## src/common/rst_ctrl_pkg.sv

```systemverilog
// Constants for the reset source controller: register map, field
// positions, reset values and timing counts.
// Assumes a 25 MHz system clock and a 32-bit AHB-Lite register port.
`default_nettype none

package rst_ctrl_pkg;

  // Clock and reset pulse timing
  localparam int CLK_PERIOD_NS = 40;
  localparam int POR_PULSE_NS = 150;
  // Least time, rounded up to whole cycles
  localparam logic [7:0] POR_PULSE_CYC =
    8'((POR_PULSE_NS + CLK_PERIOD_NS - 1) / CLK_PERIOD_NS);
  // Far side must leave the pin released this long before reasserting
  localparam int EXT_REARM_US = 10;

  // Register byte addresses
  localparam logic [7:0] ADDR_CTRL = 8'h00;
  localparam logic [7:0] ADDR_ALERT = 8'h04;
  localparam logic [7:0] ADDR_STATUS = 8'h08;
  localparam logic [7:0] ADDR_WDT = 8'h0C;
  localparam logic [7:0] ADDR_SAMPLE = 8'h10;

  // Control register fields
  localparam int CTRL_SW_RST = 0;
  localparam int CTRL_SW_BLOCK = 1;
  localparam int CTRL_WDT_EN = 2;
  localparam int CTRL_WDT_KICK = 3;
  localparam int CTRL_ANA_REG = 4;

  // Alert configuration fields
  localparam int TRIP_W = 4;
  localparam int ALERT_W = 13;
  localparam int ALR_DLV_LSB = 0;
  localparam int ALR_ALV_LSB = 4;
  localparam int ALR_DLV_RST = 8;
  localparam int ALR_ALV_RST = 9;
  localparam int ALR_DLV_EN = 10;
  localparam int ALR_ALV_EN = 11;
  localparam int ALR_AHV_EN = 12;
  localparam logic [ALERT_W-1:0] ALERT_RST = 13'h0000;

  // Trip code n selects base + n * step; 16 codes reach 5450 mV
  localparam int TRIP_BASE_MV = 1700;
  localparam int TRIP_STEP_MV = 250;
  localparam int AHV_TRIP_MV = 5750;

  // Status register bits
  localparam int STATUS_W = 7;
  localparam int STS_PRECISE = 0;
  localparam int STS_WDT = 1;
  localparam int STS_SW = 2;
  localparam int STS_EXT = 3;
  localparam int STS_DLV = 4;
  localparam int STS_ALV = 5;
  localparam int STS_AHV = 6;

  // Indices into the synchronised supervision inputs
  localparam int NSRC = 6;
  localparam int SRC_PRE_DIG = 0;
  localparam int SRC_PRE_ANA = 1;
  localparam int SRC_DLV = 2;
  localparam int SRC_ALV = 3;
  localparam int SRC_AHV = 4;
  localparam int SRC_EXT_N = 5;
  localparam logic [NSRC-1:0] SRC_IDLE = 6'h20;

  // Sample period reset value and sample window length
  localparam logic [15:0] SAMPLE_PERIOD_RST = 16'h0400;
  localparam logic [3:0] SAMPLE_ON_CYC = 4'h8;

  typedef enum logic [1:0] {
    PH_HOLD,
    PH_BOOT,
    PH_RUN
  } phase_t;

endpackage

`default_nettype wire

```

## src/design/reset_source_controller.sv

```systemverilog
// Reset source controller: merges power, pin, software, watchdog and
// alert reset sources into one clock-aligned system reset.
// Assumes i_rst_n is the power-on master reset, analog comparator and
// pin inputs are asynchronous, sleep and boot inputs are on i_sys_clk.
//
// Behaviour
// - Alert monitors may raise a processor interrupt before reset thresholds.
// - Any system reset clears processor, peripherals and their registers.
// - Status register records causes and alerts; only power-on clears it.
// - Power-on trip gives reset of at least 150 ns, stretched while ramping.
// - After boot the power-on monitor stops; precise monitor takes over.
// - Precise monitor trip resets exactly like power-on reset.
// - Software cannot disable digital precise part; regulator off kills analog.
// - Precise monitor off in sleep and hibernate, except periodic sleep samples.
// - Low-voltage alerts take trip settings 1.70 V to 5.45 V, 250 mV steps.
// - High-voltage alert compares against a fixed 5.75 V level.
// - Each low-voltage alert can reset the device instead of interrupting.
// - Alert monitors off until the first boot after power-on completes; sampled in sleep.
// - Alert during sleep sample wakes first, then interrupt is serviced.
// - External pin low holds reset; response equals power-on reset.
// - External reset pin works in sleep and hibernate.
// - Software reset bit, by processor or DMA, resets like power-on.
// - A separate control bit blocks software reset requests.
// - Watchdog resets the device unless restarted within selected timeout.
// - Power-on reset disables the watchdog until firmware enables it.
// - Watchdog enable ignores clears; only power-on reset clears it.
`default_nettype none

module reset_source_controller
  import rst_ctrl_pkg::*;
#(
  parameter int WDT_W = 24,
  parameter logic [WDT_W-1:0] WDT_TIMEOUT_RST = 24'h00FFFF
) (
  input wire logic i_sys_clk,
  input wire logic i_rst_n,
  input wire logic i_hsel,
  input wire logic [31:0] i_haddr,
  input wire logic [1:0] i_htrans,
  input wire logic i_hwrite,
  input wire logic [2:0] i_hsize,
  input wire logic [31:0] i_hwdata,
  input wire logic i_hready,
  output logic [31:0] o_hrdata,
  output logic o_hreadyout,
  output logic o_hresp,
  input wire logic i_supply_ramping,
  input wire logic i_boot_done,
  input wire logic i_sleep,
  input wire logic i_hibernate,
  input wire logic i_precise_dig_trip,
  input wire logic i_precise_ana_trip,
  input wire logic i_dlv_trip,
  input wire logic i_alv_trip,
  input wire logic i_ahv_trip,
  input wire logic i_ext_reset_n,
  output logic o_sys_rst_n,
  output logic o_por_mon_en,
  output logic o_precise_dig_en,
  output logic o_precise_ana_en,
  output logic o_reg_sample_en,
  output logic o_dlv_mon_en,
  output logic o_alv_mon_en,
  output logic o_ahv_mon_en,
  output logic [TRIP_W-1:0] o_dlv_trip_code,
  output logic [TRIP_W-1:0] o_alv_trip_code,
  output logic o_wake_req,
  output logic o_alert_irq
);

  localparam logic [WDT_W-1:0] WDT_ONE = WDT_W'(1);

  typedef struct packed {
    phase_t phase;
    logic [7:0] hold_cnt;
    logic boot_done;
    logic first_done;
    logic [NSRC-1:0] s1;
    logic [NSRC-1:0] s2;
    logic [NSRC-1:0] s3;
    logic [NSRC-1:0] f;
    logic sw_block;
    logic wdt_en;
    logic ana_reg_en;
    logic [ALERT_W-1:0] alert_cfg;
    logic [STATUS_W-1:0] status;
    logic [WDT_W-1:0] wdt_timeout;
    logic [WDT_W-1:0] wdt_cnt;
    logic [15:0] sample_period;
    logic [15:0] sample_cnt;
    logic sample_on;
    logic [3:0] on_cnt;
    logic [2:0] pend;
    logic irq;
    logic wake;
    logic dp_wr;
    logic [7:0] dp_addr;
    logic [31:0] rdata;
    logic sys_rst_n;
  } state_t;

  state_t st_r;
  state_t st_nxt;

  logic [NSRC-1:0] src;
  logic awake;
  logic alert_act;
  logic pre_trip;
  logic dlv_hit;
  logic alv_hit;
  logic ahv_hit;
  logic alert_rst;
  logic wr_ctrl;
  logic sw_fire;
  logic wdt_fire;
  logic ext_low;
  logic rst_evt;
  logic [2:0] irq_hits;

  assign src = {i_ext_reset_n, i_ahv_trip, i_alv_trip, i_dlv_trip,
                i_precise_ana_trip, i_precise_dig_trip};

  // Monitor enables
  assign awake = !i_sleep && !i_hibernate;
  assign o_por_mon_en = !st_r.boot_done;
  assign o_precise_dig_en = st_r.boot_done &&
    (awake || (i_sleep && !i_hibernate && st_r.sample_on));
  assign o_precise_ana_en = o_precise_dig_en && st_r.ana_reg_en;
  assign o_reg_sample_en = i_sleep && !i_hibernate && st_r.sample_on;
  assign alert_act = st_r.first_done && !i_hibernate &&
    (!i_sleep || st_r.sample_on);
  assign o_dlv_mon_en = alert_act && st_r.alert_cfg[ALR_DLV_EN];
  assign o_alv_mon_en = alert_act && st_r.alert_cfg[ALR_ALV_EN];
  assign o_ahv_mon_en = alert_act && st_r.alert_cfg[ALR_AHV_EN];
  assign o_dlv_trip_code = st_r.alert_cfg[ALR_DLV_LSB +: TRIP_W];
  assign o_alv_trip_code = st_r.alert_cfg[ALR_ALV_LSB +: TRIP_W];

  // Trip qualification
  assign pre_trip = (st_r.f[SRC_PRE_DIG] && o_precise_dig_en) ||
    (st_r.f[SRC_PRE_ANA] && o_precise_ana_en);
  assign dlv_hit = st_r.f[SRC_DLV] && o_dlv_mon_en;
  assign alv_hit = st_r.f[SRC_ALV] && o_alv_mon_en;
  assign ahv_hit = st_r.f[SRC_AHV] && o_ahv_mon_en;
  assign alert_rst = (dlv_hit && st_r.alert_cfg[ALR_DLV_RST]) ||
    (alv_hit && st_r.alert_cfg[ALR_ALV_RST]);
  assign irq_hits = {ahv_hit,
    alv_hit && !st_r.alert_cfg[ALR_ALV_RST],
    dlv_hit && !st_r.alert_cfg[ALR_DLV_RST]};
  // Pin is watched in every power mode, not gated by sleep state
  assign ext_low = !st_r.f[SRC_EXT_N];

  assign wr_ctrl = st_r.dp_wr && st_r.dp_addr == ADDR_CTRL;
  // Block bit in the same word also counts, so one write can't slip past
  assign sw_fire = wr_ctrl && i_hwdata[CTRL_SW_RST] &&
    !st_r.sw_block && !i_hwdata[CTRL_SW_BLOCK];
  assign wdt_fire = st_r.wdt_en && st_r.phase == PH_RUN &&
    st_r.wdt_cnt >= st_r.wdt_timeout;
  assign rst_evt = pre_trip || ext_low || sw_fire || wdt_fire ||
    alert_rst;

  assign o_hreadyout = 1'b1;
  assign o_hresp = 1'b0;
  assign o_hrdata = st_r.rdata;
  assign o_sys_rst_n = st_r.sys_rst_n;
  assign o_wake_req = st_r.wake;
  assign o_alert_irq = st_r.irq;

  always_comb begin
    st_nxt = st_r;
    // Three-stage input filter; first stage feeds only the second
    st_nxt.s1 = src;
    st_nxt.s2 = st_r.s1;
    st_nxt.s3 = st_r.s2;
    for (int i = 0; i < NSRC; i++) begin
      if (st_r.s2[i] == st_r.s3[i]) begin
        st_nxt.f[i] = st_r.s3[i];
      end
    end

    // Bus address phase; zero wait states
    st_nxt.dp_wr = 1'b0;
    if (i_hsel && i_htrans[1] && i_hready) begin
      st_nxt.dp_wr = i_hwrite;
      st_nxt.dp_addr = i_haddr[7:0];
      if (!i_hwrite) begin
        case (i_haddr[7:0])
          ADDR_CTRL: st_nxt.rdata = 32'({st_r.ana_reg_en, 1'b0,
            st_r.wdt_en, st_r.sw_block, 1'b0});
          ADDR_ALERT: st_nxt.rdata = 32'(st_r.alert_cfg);
          ADDR_STATUS: st_nxt.rdata = 32'(st_r.status);
          ADDR_WDT: st_nxt.rdata = 32'(st_r.wdt_timeout);
          ADDR_SAMPLE: st_nxt.rdata = 32'(st_r.sample_period);
          default: st_nxt.rdata = 32'h0000_0000;
        endcase
      end
    end

    // Bus data phase writes
    if (st_r.dp_wr) begin
      case (st_r.dp_addr)
        ADDR_CTRL: begin
          st_nxt.sw_block = i_hwdata[CTRL_SW_BLOCK];
          st_nxt.ana_reg_en = i_hwdata[CTRL_ANA_REG];
          // Enable can be set but never cleared by software
          st_nxt.wdt_en = st_r.wdt_en | i_hwdata[CTRL_WDT_EN];
        end
        ADDR_ALERT: st_nxt.alert_cfg = i_hwdata[ALERT_W-1:0];
        ADDR_WDT: st_nxt.wdt_timeout = i_hwdata[WDT_W-1:0];
        ADDR_SAMPLE: st_nxt.sample_period = i_hwdata[15:0];
        default: ; // Read-only and unmapped words ignore writes
      endcase
    end

    // Watchdog counts only while running and enabled
    if (st_r.phase != PH_RUN ||
        (wr_ctrl && i_hwdata[CTRL_WDT_KICK])) begin
      st_nxt.wdt_cnt = '0;
    end else if (st_r.wdt_en) begin
      st_nxt.wdt_cnt = st_r.wdt_cnt + WDT_ONE;
    end

    // Periodic sampling window in sleep
    if (i_sleep && !i_hibernate) begin
      if (st_r.sample_on) begin
        st_nxt.on_cnt = st_r.on_cnt + 4'h1;
        if (st_r.on_cnt == SAMPLE_ON_CYC - 4'h1) begin
          st_nxt.sample_on = 1'b0;
          st_nxt.sample_cnt = 16'h0000;
        end
      end else begin
        st_nxt.sample_cnt = st_r.sample_cnt + 16'h0001;
        if (st_r.sample_cnt >= st_r.sample_period) begin
          st_nxt.sample_on = 1'b1;
          st_nxt.on_cnt = 4'h0;
        end
      end
    end else begin
      st_nxt.sample_on = 1'b0;
      st_nxt.sample_cnt = 16'h0000;
      st_nxt.on_cnt = 4'h0;
    end

    // Alert interrupt: wake first, deliver once awake and running
    st_nxt.irq = 1'b0;
    st_nxt.wake = 1'b0;
    if (st_r.pend != 3'h0) begin
      if (awake && st_r.phase == PH_RUN) begin
        st_nxt.irq = 1'b1;
        st_nxt.pend = 3'h0;
      end else if (i_sleep) begin
        st_nxt.wake = 1'b1;
      end
    end
    // New hits win over the clear in the same cycle
    st_nxt.pend = st_nxt.pend | irq_hits;

    // Status is sticky; nothing but power-on clears it
    st_nxt.status[STS_PRECISE] = st_r.status[STS_PRECISE] | pre_trip;
    st_nxt.status[STS_WDT] = st_r.status[STS_WDT] | wdt_fire;
    st_nxt.status[STS_SW] = st_r.status[STS_SW] | sw_fire;
    st_nxt.status[STS_EXT] = st_r.status[STS_EXT] |
      (ext_low && st_r.phase != PH_HOLD);
    st_nxt.status[STS_DLV] = st_r.status[STS_DLV] | dlv_hit;
    st_nxt.status[STS_ALV] = st_r.status[STS_ALV] | alv_hit;
    st_nxt.status[STS_AHV] = st_r.status[STS_AHV] | ahv_hit;

    // Reset sequencing
    case (st_r.phase)
      PH_HOLD: begin
        if (st_r.hold_cnt != 8'h00) begin
          st_nxt.hold_cnt = st_r.hold_cnt - 8'h01;
        end else if (!i_supply_ramping) begin
          st_nxt.phase = PH_BOOT;
        end
      end
      PH_BOOT: begin
        if (i_boot_done) begin
          st_nxt.phase = PH_RUN;
          st_nxt.boot_done = 1'b1;
          st_nxt.first_done = 1'b1;
        end
      end
      PH_RUN: st_nxt.phase = PH_RUN;
      default: st_nxt.phase = PH_HOLD;
    endcase

    // Every source gets the same power-on style response
    if (rst_evt) begin
      st_nxt.phase = PH_HOLD;
      st_nxt.hold_cnt = POR_PULSE_CYC;
      st_nxt.boot_done = 1'b0;
      st_nxt.sw_block = 1'b0;
      st_nxt.ana_reg_en = 1'b1;
      st_nxt.alert_cfg = ALERT_RST;
      st_nxt.wdt_timeout = WDT_TIMEOUT_RST;
      st_nxt.sample_period = SAMPLE_PERIOD_RST;
      st_nxt.wdt_cnt = '0;
      st_nxt.pend = 3'h0;
      st_nxt.irq = 1'b0;
    end

    // Registered so every reset domain releases on one edge
    st_nxt.sys_rst_n = st_nxt.phase != PH_HOLD;
  end

  always_ff @(posedge i_sys_clk) begin
    if (!i_rst_n) begin
      st_r <= '0;
      st_r.phase <= PH_HOLD;
      st_r.hold_cnt <= POR_PULSE_CYC;
      st_r.s1 <= SRC_IDLE;
      st_r.s2 <= SRC_IDLE;
      st_r.s3 <= SRC_IDLE;
      st_r.f <= SRC_IDLE;
      st_r.ana_reg_en <= 1'b1;
      st_r.alert_cfg <= ALERT_RST;
      st_r.wdt_timeout <= WDT_TIMEOUT_RST;
      st_r.sample_period <= SAMPLE_PERIOD_RST;
    end else begin
      st_r <= st_nxt;
    end
  end
endmodule // reset_source_controller

`default_nettype wire

```

## config.mk

```make
export PLATFORM = sky130hd
export DESIGN_NAME = reset_source_controller
export DESIGN_NICKNAME = d
export VERILOG_FILES = /design/src/common/rst_ctrl_pkg.sv /design/src/design/reset_source_controller.sv
export SDC_FILE = /design/constraint.sdc
export NUM_CORES = 1
export LEC_CHECK = 0
export BUFFER_PORTS_ARGS = -buffer_cell sky130_fd_sc_hd__buf_2
export CAP_MARGIN = 30
export CORE_UTILIZATION = 59
export CTS_CLUSTER_SIZE = 24
export DETAILED_ROUTE_END_ITERATION = 8
export MAX_ROUTING_LAYER = met4
export PLACE_DENSITY = 0.82
export SLEW_MARGIN = 10
export SYNTH_ARGS = -nofsm -noshare
export SYNTH_HDL_FRONTEND = slang
export SYNTH_SLANG_ARGS = --single-unit
```

## constraint.sdc

```tcl
create_clock -name i_sys_clk -period 7.4 [get_ports i_sys_clk]
set_clock_uncertainty 0.15 [all_clocks]
set_input_delay 1.11 -clock i_sys_clk [delete_from_list [all_inputs] [get_ports i_sys_clk]]
set_output_delay 1.11 -clock i_sys_clk [all_outputs]
set_load 0.005 [all_outputs]
```

==> key figures, run 1 <==
Synth
  – Part of the Yosys area used for sequential elements: 0.406
  – Yosys warnings: 0
  – Avg Cell Area, Syn: ~9 um^2
  – Post-Syn Instances: 994
  – Synth Register Bits: around 180
  – EDFF count, synth: 0
  – Ys flop type: dfxtp_1
  – Mapped cell area: between 9000 and 10000 um^2
  – Unique masters post-synth: between 60 and 70
  – Synth async-reset ratio: 0

Hold path
  – HP Class: flop to flop

Setup path
  – Buf+Inv Stages, Crit Path: 2
  – Worst setup EP type: primary output
  – CP max stage delay: roughly 420 ps
  – CP delay by family, top: simple AND/OR/NAND/NOR gates
  – Critical Path Start Type: primary input
  – Setup slack, reg-to-reg: 4150 ps
  – Critical-path maximum fanout: 6
  – CP Cell Sequence: buf_2, nor2b_1, nor3b_1, and2_1, buf_2
  – WP data arrival: 2150 ps
  – Critical path type: primary input to primary output
  – Critical Path RT: approximately 6000 ps
  – Worst path slowest cell: nor3b_1
  – Most common cell on crit path: buf_2

Final layout
  – Ratio of cells with drive above 1 in the final layout: 0.149
  – Synth-to-Final Area Change: 10.3%
  – Final net count: roughly 1200
  – Antenna Cells: 0

Route
  – Vias per inst: 6.05
  – Routed Antenna Nets: 0
  – Met3 WL post-DR: ~1200 um
  – Met2 WL: approximately 10000 um
  – M1 wire length: 9350 um
  – Top sig layer: met4
  – Post-route DRC: 0
  – Drt wl/cell: 17.4 um
  – Iteration count of the initial detailed-routing pass: 6
  – Routed wire length: around 21000 um
  – Via count: roughly 7400
  – DRT iter0 DRCs: about 600

Pwr
  – Max VDD drop: approximately 200 uV
  – Leak: 4.27 nW
  – PwrDens: approximately 220 nW/um^2

Clock tree
  – Cts bufs inserted: 17
  – Clock root buffer: clkbuf_16
  – CTS resizes: 0
  – Post-CTS setup buffer count: 0
  – Clock Sinks: about 180
  – Clock Pin Slew Worst Setup and Hold Paths: around 70 ps
  – Worst-skew pair later-pin latency: 440 ps
  – Clock tree from TritonCTS: done
  – Maximum clock path buffer count: 2
  – CTS H-Tree Depth: 4
  – Post-CTS Hold Buffers: 0

STA
  – Final WS setup: around 4000 ps
  – Fmax achieved: 0.293 GHz
  – Final Max Slew Viols: 0
  – Minimum clock period after layout: about 3400 ps
  – Rel. slew slack: 0.421
  – Setup TNS: 0 ps
  – Worst Max-Slew Pin Slew: around 860 ps
  – Final period util: 0.461
  – Setup violators final: 0
  – Final count of hold timing violations: 0
  – RSZ-0062 raised after global routing: false

Die
  – Io pins: 136
  – Num rows: 44
  – Die W: ~130 um
  – Die H: approximately 130 um
  – Initial cell density of the core: 0.612
  – Die area: approximately 16000 um^2
  – Core ar.: 14800 um^2

Global routing
  – Congestion Overflow GR: 0
  – First-pass GRT wire length: 34300 um
  – Largest net degree at the start of global routing: between 70 and 80
  – Global-route usage over all layers: 0.284
  – Antenna violations before repair: 0
  – Vias in the first global route: around 6900

Placement
  – Pre-CTS setup slack: about 3600 ps
  – IO Port Bufs: slightly below 90
  – Post-DP HPWL: roughly 15000 um
  – Routability cong.: about 0.86

Run status
  – Status: completed

Flow run
  – Max_cap viols: 0
[final timing paths]
check	start	end	cells past startpoint
worst max-delay path	i_sleep	o_ahv_mon_en	5
worst min-delay path	st_nxt[172]	st_nxt[166]	1
worst max register to register	st_r[130]	st_r[107]	9
worst min register to register	st_nxt[172]	st_nxt[166]	1
[cells in the mapped netlist (7+ instances only)]
cell,number,share of area
a211oi_1,7,0.0058
a21boi_0,13,0.011
a21o_1,7,0.0058
a21oi_1,30,0.017
a221oi_1,11,0.011
a22o_1,9,0.0087
a22oi_1,19,0.016
and2_1,27,0.019
and3_1,11,0.0076
buf_2,10,0.0055
buf_4,44,0.037
clkbuf_1,31,0.013
dfxtp_1,183,0.41
ha_1,44,0.061
inv_1,52,0.022
mux2i_1,58,0.064
nand2_1,62,0.026
nand2b_1,9,0.0062
nand3_1,37,0.021
nand4_1,13,0.0090
nor2_1,55,0.023
nor2b_1,18,0.012
nor3_1,74,0.041
nor3b_1,11,0.0091
nor4_1,8,0.0055
o21a_1,16,0.013
o21ai_0,32,0.018
xor2_1,24,0.023
[worst register-to-register path, stage by stage, from the launching register on]
cell and delay [ps]:
dfxtp_1 360, inv_1 60, ha_1 320, nand4_1 130, nor3_1 360, and4_1 300, a21oi_1 170, a21oi_4 430
buf_4 620, nor3_1 200
[where the power goes]
group          total [mW]  switching [mW]  internal, mW
registers            1.03          0.0211          1.01
logic               0.157          0.0892        0.0677
clock network       0.989           0.385         0.604
[layout make-up]
cell class / count / area (um^2)
well taps: 184 / 230
multi-input cells: 675 / 4640
clock inverters: 13 / 204
flip-flops and latches: 183 / 3660
fillers: 1193 / 4790
repair buffers: 101 / 592
clock buffers: 18 / 439
inverters: 52 / 195
[layer usage]
layer  up-vias  GRT usage
met1      3575      0.354
met5         -          -
met2       252      0.448
met4         0      0.119
met3        42     0.0561
li1       3550          -
[stage by stage]
step | utilization | cells | power, mW | hold WS (ps) | instance area [um^2]
after floorplan | - | 1002 | 1.17 | 236 | 9060
after global routing | 0.675 | 1226 | 2.25 | 293 | 9960
after detailed placement | 0.630 | 1193 | 1.21 | 272 | 9290
after global placement | 0.625 | 1190 | 1.20 | 238 | 9230
final | 0.675 | 1226 | 2.18 | 274 | 9960
after CTS | 0.673 | 1224 | 2.18 | 285 | 9940
[logic make-up after synthesis]
kind of cell    share of synthesized area
flops                               0.406
xor+xnor                           0.0291
simple gates                        0.217
compound gates                      0.127
fa+ha+maj                          0.0610
buf+inv                            0.0858
mux                                0.0743
other cells                      0.000832
[state kept, by name (all words and copies together) (netlist names)]
| register | count |
|---|---|
| st_r | 136 |
| o_hrdata | 24 |
| st_nxt | 12 |
| o_alv_trip_code | 4 |
| o_dlv_trip_code | 4 |
| o_alert_irq | 1 |
| o_sys_rst_n | 1 |
| o_wake_req | 1 |
[cell usage in the layout, fill, tap and decap left out, types with 5 or more instances in the layout]
cell / synthesis / routed
nor3_1: 74 / 73
conb_1: 2 / 10
and4_1: 6 / 6
dfxtp_1: 183 / 183
ha_1: 44 / 44
nor2_1: 55 / 55
nand2_1: 62 / 62
nand4_1: 13 / 13
a221oi_1: 11 / 11
a21oi_1: 30 / 29
nand3_1: 37 / 37
nor3b_1: 11 / 11
xor2_1: 24 / 24
nor4_1: 8 / 8
buf_2: 10 / 89
nand2b_1: 9 / 9
mux2i_1: 58 / 58
nor2b_1: 18 / 18
a211oi_1: 7 / 7
a22oi_1: 19 / 19
and3_1: 11 / 11
and2_1: 27 / 27
a21boi_0: 13 / 13
nand4b_1: 5 / 5
clkbuf_16: 0 / 17
buf_4: 44 / 8
o21ai_0: 32 / 32
a22o_1: 9 / 9
a21o_1: 7 / 7
xnor2_1: 6 / 6
inv_1: 52 / 52
bufinv_16: 0 / 5
o21a_1: 16 / 16
Note: power is estimated with default switching activity, not from simulation.
==> run 2: changes to the inputs <==
--- a/config.mk
+++ b/config.mk
@@ -7,11 +7,11 @@
 export LEC_CHECK = 0
 export BUFFER_PORTS_ARGS = -buffer_cell sky130_fd_sc_hd__buf_2
 export CAP_MARGIN = 30
-export CORE_UTILIZATION = 59
+export CORE_UTILIZATION = 57
 export CTS_CLUSTER_SIZE = 24
 export DETAILED_ROUTE_END_ITERATION = 8
 export MAX_ROUTING_LAYER = met4
-export PLACE_DENSITY = 0.82
+export PLACE_DENSITY = 0.8
 export SLEW_MARGIN = 10
 export SYNTH_ARGS = -nofsm -noshare
 export SYNTH_HDL_FRONTEND = slang
==> constraint.sdc (replaced) <==
create_clock -name i_sys_clk -period 3.55 [get_ports i_sys_clk]
set_clock_uncertainty 0.15 [all_clocks]
set_input_delay 0.5325 -clock i_sys_clk [delete_from_list [all_inputs] [get_ports i_sys_clk]]
set_output_delay 0.5325 -clock i_sys_clk [all_outputs]
set_load 0.005 [all_outputs]
==> key figures, run 2 (synthesis gave the netlist of run 1 again) <==
Route
  – Routed Antenna Nets: 0 (unchanged)
  – Post-route DRC: 0 (unchanged)
  – Iteration count of the initial detailed-routing pass: 5 (-1)
  – Routed wire length: 20900 um (-2.1%)
  – Vias per inst: 5.81 (-4.0%)
  – Via count: 7335 (-1.1%)
  – DRT iter0 DRCs: 651 (+9.4%)
  – Drt wl/cell: 16.6 um (-4.9%)

STA
  – Final period util: 0.808
  – RSZ-0062 raised after global routing: false
  – Setup violators final: 0 (unchanged)
  – Setup TNS: 0 ps (unchanged)
  – Final WS setup: 682 ps (-3300 ps)
  – Final Max Slew Viols: 0 (unchanged)
  – Fmax achieved: 0.349 GHz
  – Rel. slew slack: 0.514 (+0.0924)
  – Worst Max-Slew Pin Slew: 719 ps (-146 ps)
  – Minimum clock period after layout: approximately 2900 ps
  – Final count of hold timing violations: 0 (unchanged)

Setup path
  – Worst path slowest cell: a21oi_4
  – Reg-to-Reg Start: st_r[131]
  – CP delay by family, top: simple AND/OR/NAND/NOR gates
  – R2r worst-path depth: 9 (unchanged)
  – Critical Path Start Type: flop
  – Critical Path RT: 3710 ps (-2430 ps)
  – Worst Setup EP: st_r[89]
  – CP Cell Sequence: inv_1, ha_1, nand4_1, nor3_1, and4_1, a21oi_1, a21oi_4, buf_12, nor3_1
  – CP max stage delay: 540 ps (+120 ps)
  – WP data arrival: 3030 ps (+880 ps)
  – RR Endpoint: st_r[89]
  – CP Depth: 9 (+4)
  – Worst setup EP type: flop
  – Crit path from: st_r[131]
  – Critical path type: flop to flop
  – Setup slack, reg-to-reg: 680 ps (-3470 ps)
  – Most common cell on crit path: nor3_1
  – Critical-path maximum fanout: 41 (+35)
  – Buf+Inv Stages, Crit Path: 2 (unchanged)

Global routing
  – Vias in the first global route: 6738 (-3.0%)
  – Congestion Overflow GR: 0 (unchanged)
  – Antenna violations before repair: 1 (+1)
  – Largest net degree at the start of global routing: 42 (-42%)
  – First-pass GRT wire length: 33900 um (-1.2%)
  – Global-route usage over all layers: 0.274 (-0.0100)

Clock tree
  – Clock Sinks: 183 (unchanged)
  – Cts bufs inserted: 17 (unchanged)
  – CTS resizes: 0 (unchanged)
  – Clock root buffer: clkbuf_16
  – Maximum clock path buffer count: 2 (unchanged)
  – CTS H-Tree Depth: 4 (unchanged)
  – Worst-skew pair later-pin latency: 440 ps (about the same)
  – Post-CTS setup buffer count: 0 (unchanged)
  – Clock tree from TritonCTS: done
  – Clock Pin Slew Worst Setup and Hold Paths: 70 ps (about the same)
  – Post-CTS Hold Buffers: 0 (unchanged)

Final layout
  – Final non-filler cell total: 1262 (+2.9%)
  – Antenna Cells: 0 (unchanged)
  – Reg with most FFs: st_r
  – Fillers: 1299 (+8.9%)
  – Post-layout util: 0.650 (-0.0255)
  – Synth-to-Final Area Change: 10.2%
  – Final net count: 1166 (+0.69%)
  – Commonest non-fill, non-tap cells in the layout: 183 x dfxtp_1, 89 x buf_2, 73 x nor3_1, 62 x nand2_1, 58 x mux2i_1
  – Most common cell after layout, fill and taps aside: dfxtp_1
  – Max reg flops: 136 (unchanged)
  – Ratio of cells with drive above 1 in the final layout: 0.156 (+0.00729)

Die
  – Die W: 128 um (+1.7%)
  – Die H: 128 um (+1.7%)
  – Die area: 16400 um^2 (+3.5%)
  – Core ar.: 15300 um^2 (+3.8%)
  – Num rows: 45 (+2.3%)
  – Io pins: 136 (unchanged)
  – Initial cell density of the core: 0.590 (-0.0224)

Pwr
  – Leak: 4.26 nW (-0.34%)
  – Max VDD drop: 366 uV (+83%)
  – Overall Power: 4.36 mW (+100%)
  – PwrDens: 438 nW/um^2 (+100%)

Placement
  – Pre-CTS setup slack: 680 ps (-2930 ps)
  – Routability cong.: 0.853 (-1.3%)
  – IO Port Bufs: 89 (unchanged)
  – # placed instances: 1229 (+3.0%)
  – Post-DP HPWL: 14600 um (-1.1%)

Flow run
  – Max_cap viols: 0 (unchanged)

Hold path
  – HP Class: primary input to flop

Run status
  – Status: completed
[run 2: cell types whose count changed in the layout (fill, tap and decap cells not counted), sizes merged]
cell | previous run | this run
buf | 101 | 109
inv | 52 | 58
bufinv | 5 | 1
clkinv | 4 | 2
clkinvlp | 4 | 5
[run 2: layout make-up]
class / count / area, um^2 / area share
multi-input cells: 675 / 4640 / 0.466
well taps: 211 / 264 / 0.0265
inverters: 52 / 195 / 0.0196
clock inverters: 14 / 141 / 0.0142
repair buffers: 109 / 608 / 0.0611
clock buffers: 18 / 439 / 0.0441
flip-flops and latches: 183 / 3660 / 0.368
[run 2: power breakdown]
part / internal [mW] / total (mW) / switching (mW)
Sequential: 2.11 / 2.15 / 0.0427
Combinational: 0.140 / 0.323 / 0.183
Clock: 1.00 / 1.88 / 0.876
[run 2: worst min path at each step]
stage | slack, ps | depth (start not counted) | to | from
floorplan | 240 | 1 | st_nxt[166] | st_nxt[172]
global placement | 240 | 1 | st_nxt[166] | st_nxt[172]
detailed placement | 250 | 1 | st_nxt[166] | st_nxt[172]
CTS | 110 | 2 | st_nxt[172] | i_ext_reset_n
global route | 110 | 2 | st_nxt[172] | i_ext_reset_n
finish | 120 | 2 | st_nxt[172] | i_ext_reset_n
[run 2: through the flow]
step	instance area, um^2	hold WS, ps
after floorplan	9060	236
after global placement	9360	240
after detailed placement	9360	247
after CTS	9940	112
after global routing	9950	112
final	9950	117
[run 2: routing by layer]
metal	track usage	wire length (um)	vias to the layer above
met3	0.0543	1360	44
met2	0.418	9630	266
met4	0.116	546	0
met5	-	0	-
met1	0.353	9390	3458
li1	-	-	3567
[run 2: worst reg2reg max path: cells and delay by family (launching register included)]
family | cells | cell delay [ps]
fa+ha+maj | 1 | 330
simple gates | 4 | 810
flops | 1 | 390
buf+inv | 2 | 360
compound gates | 2 | 700
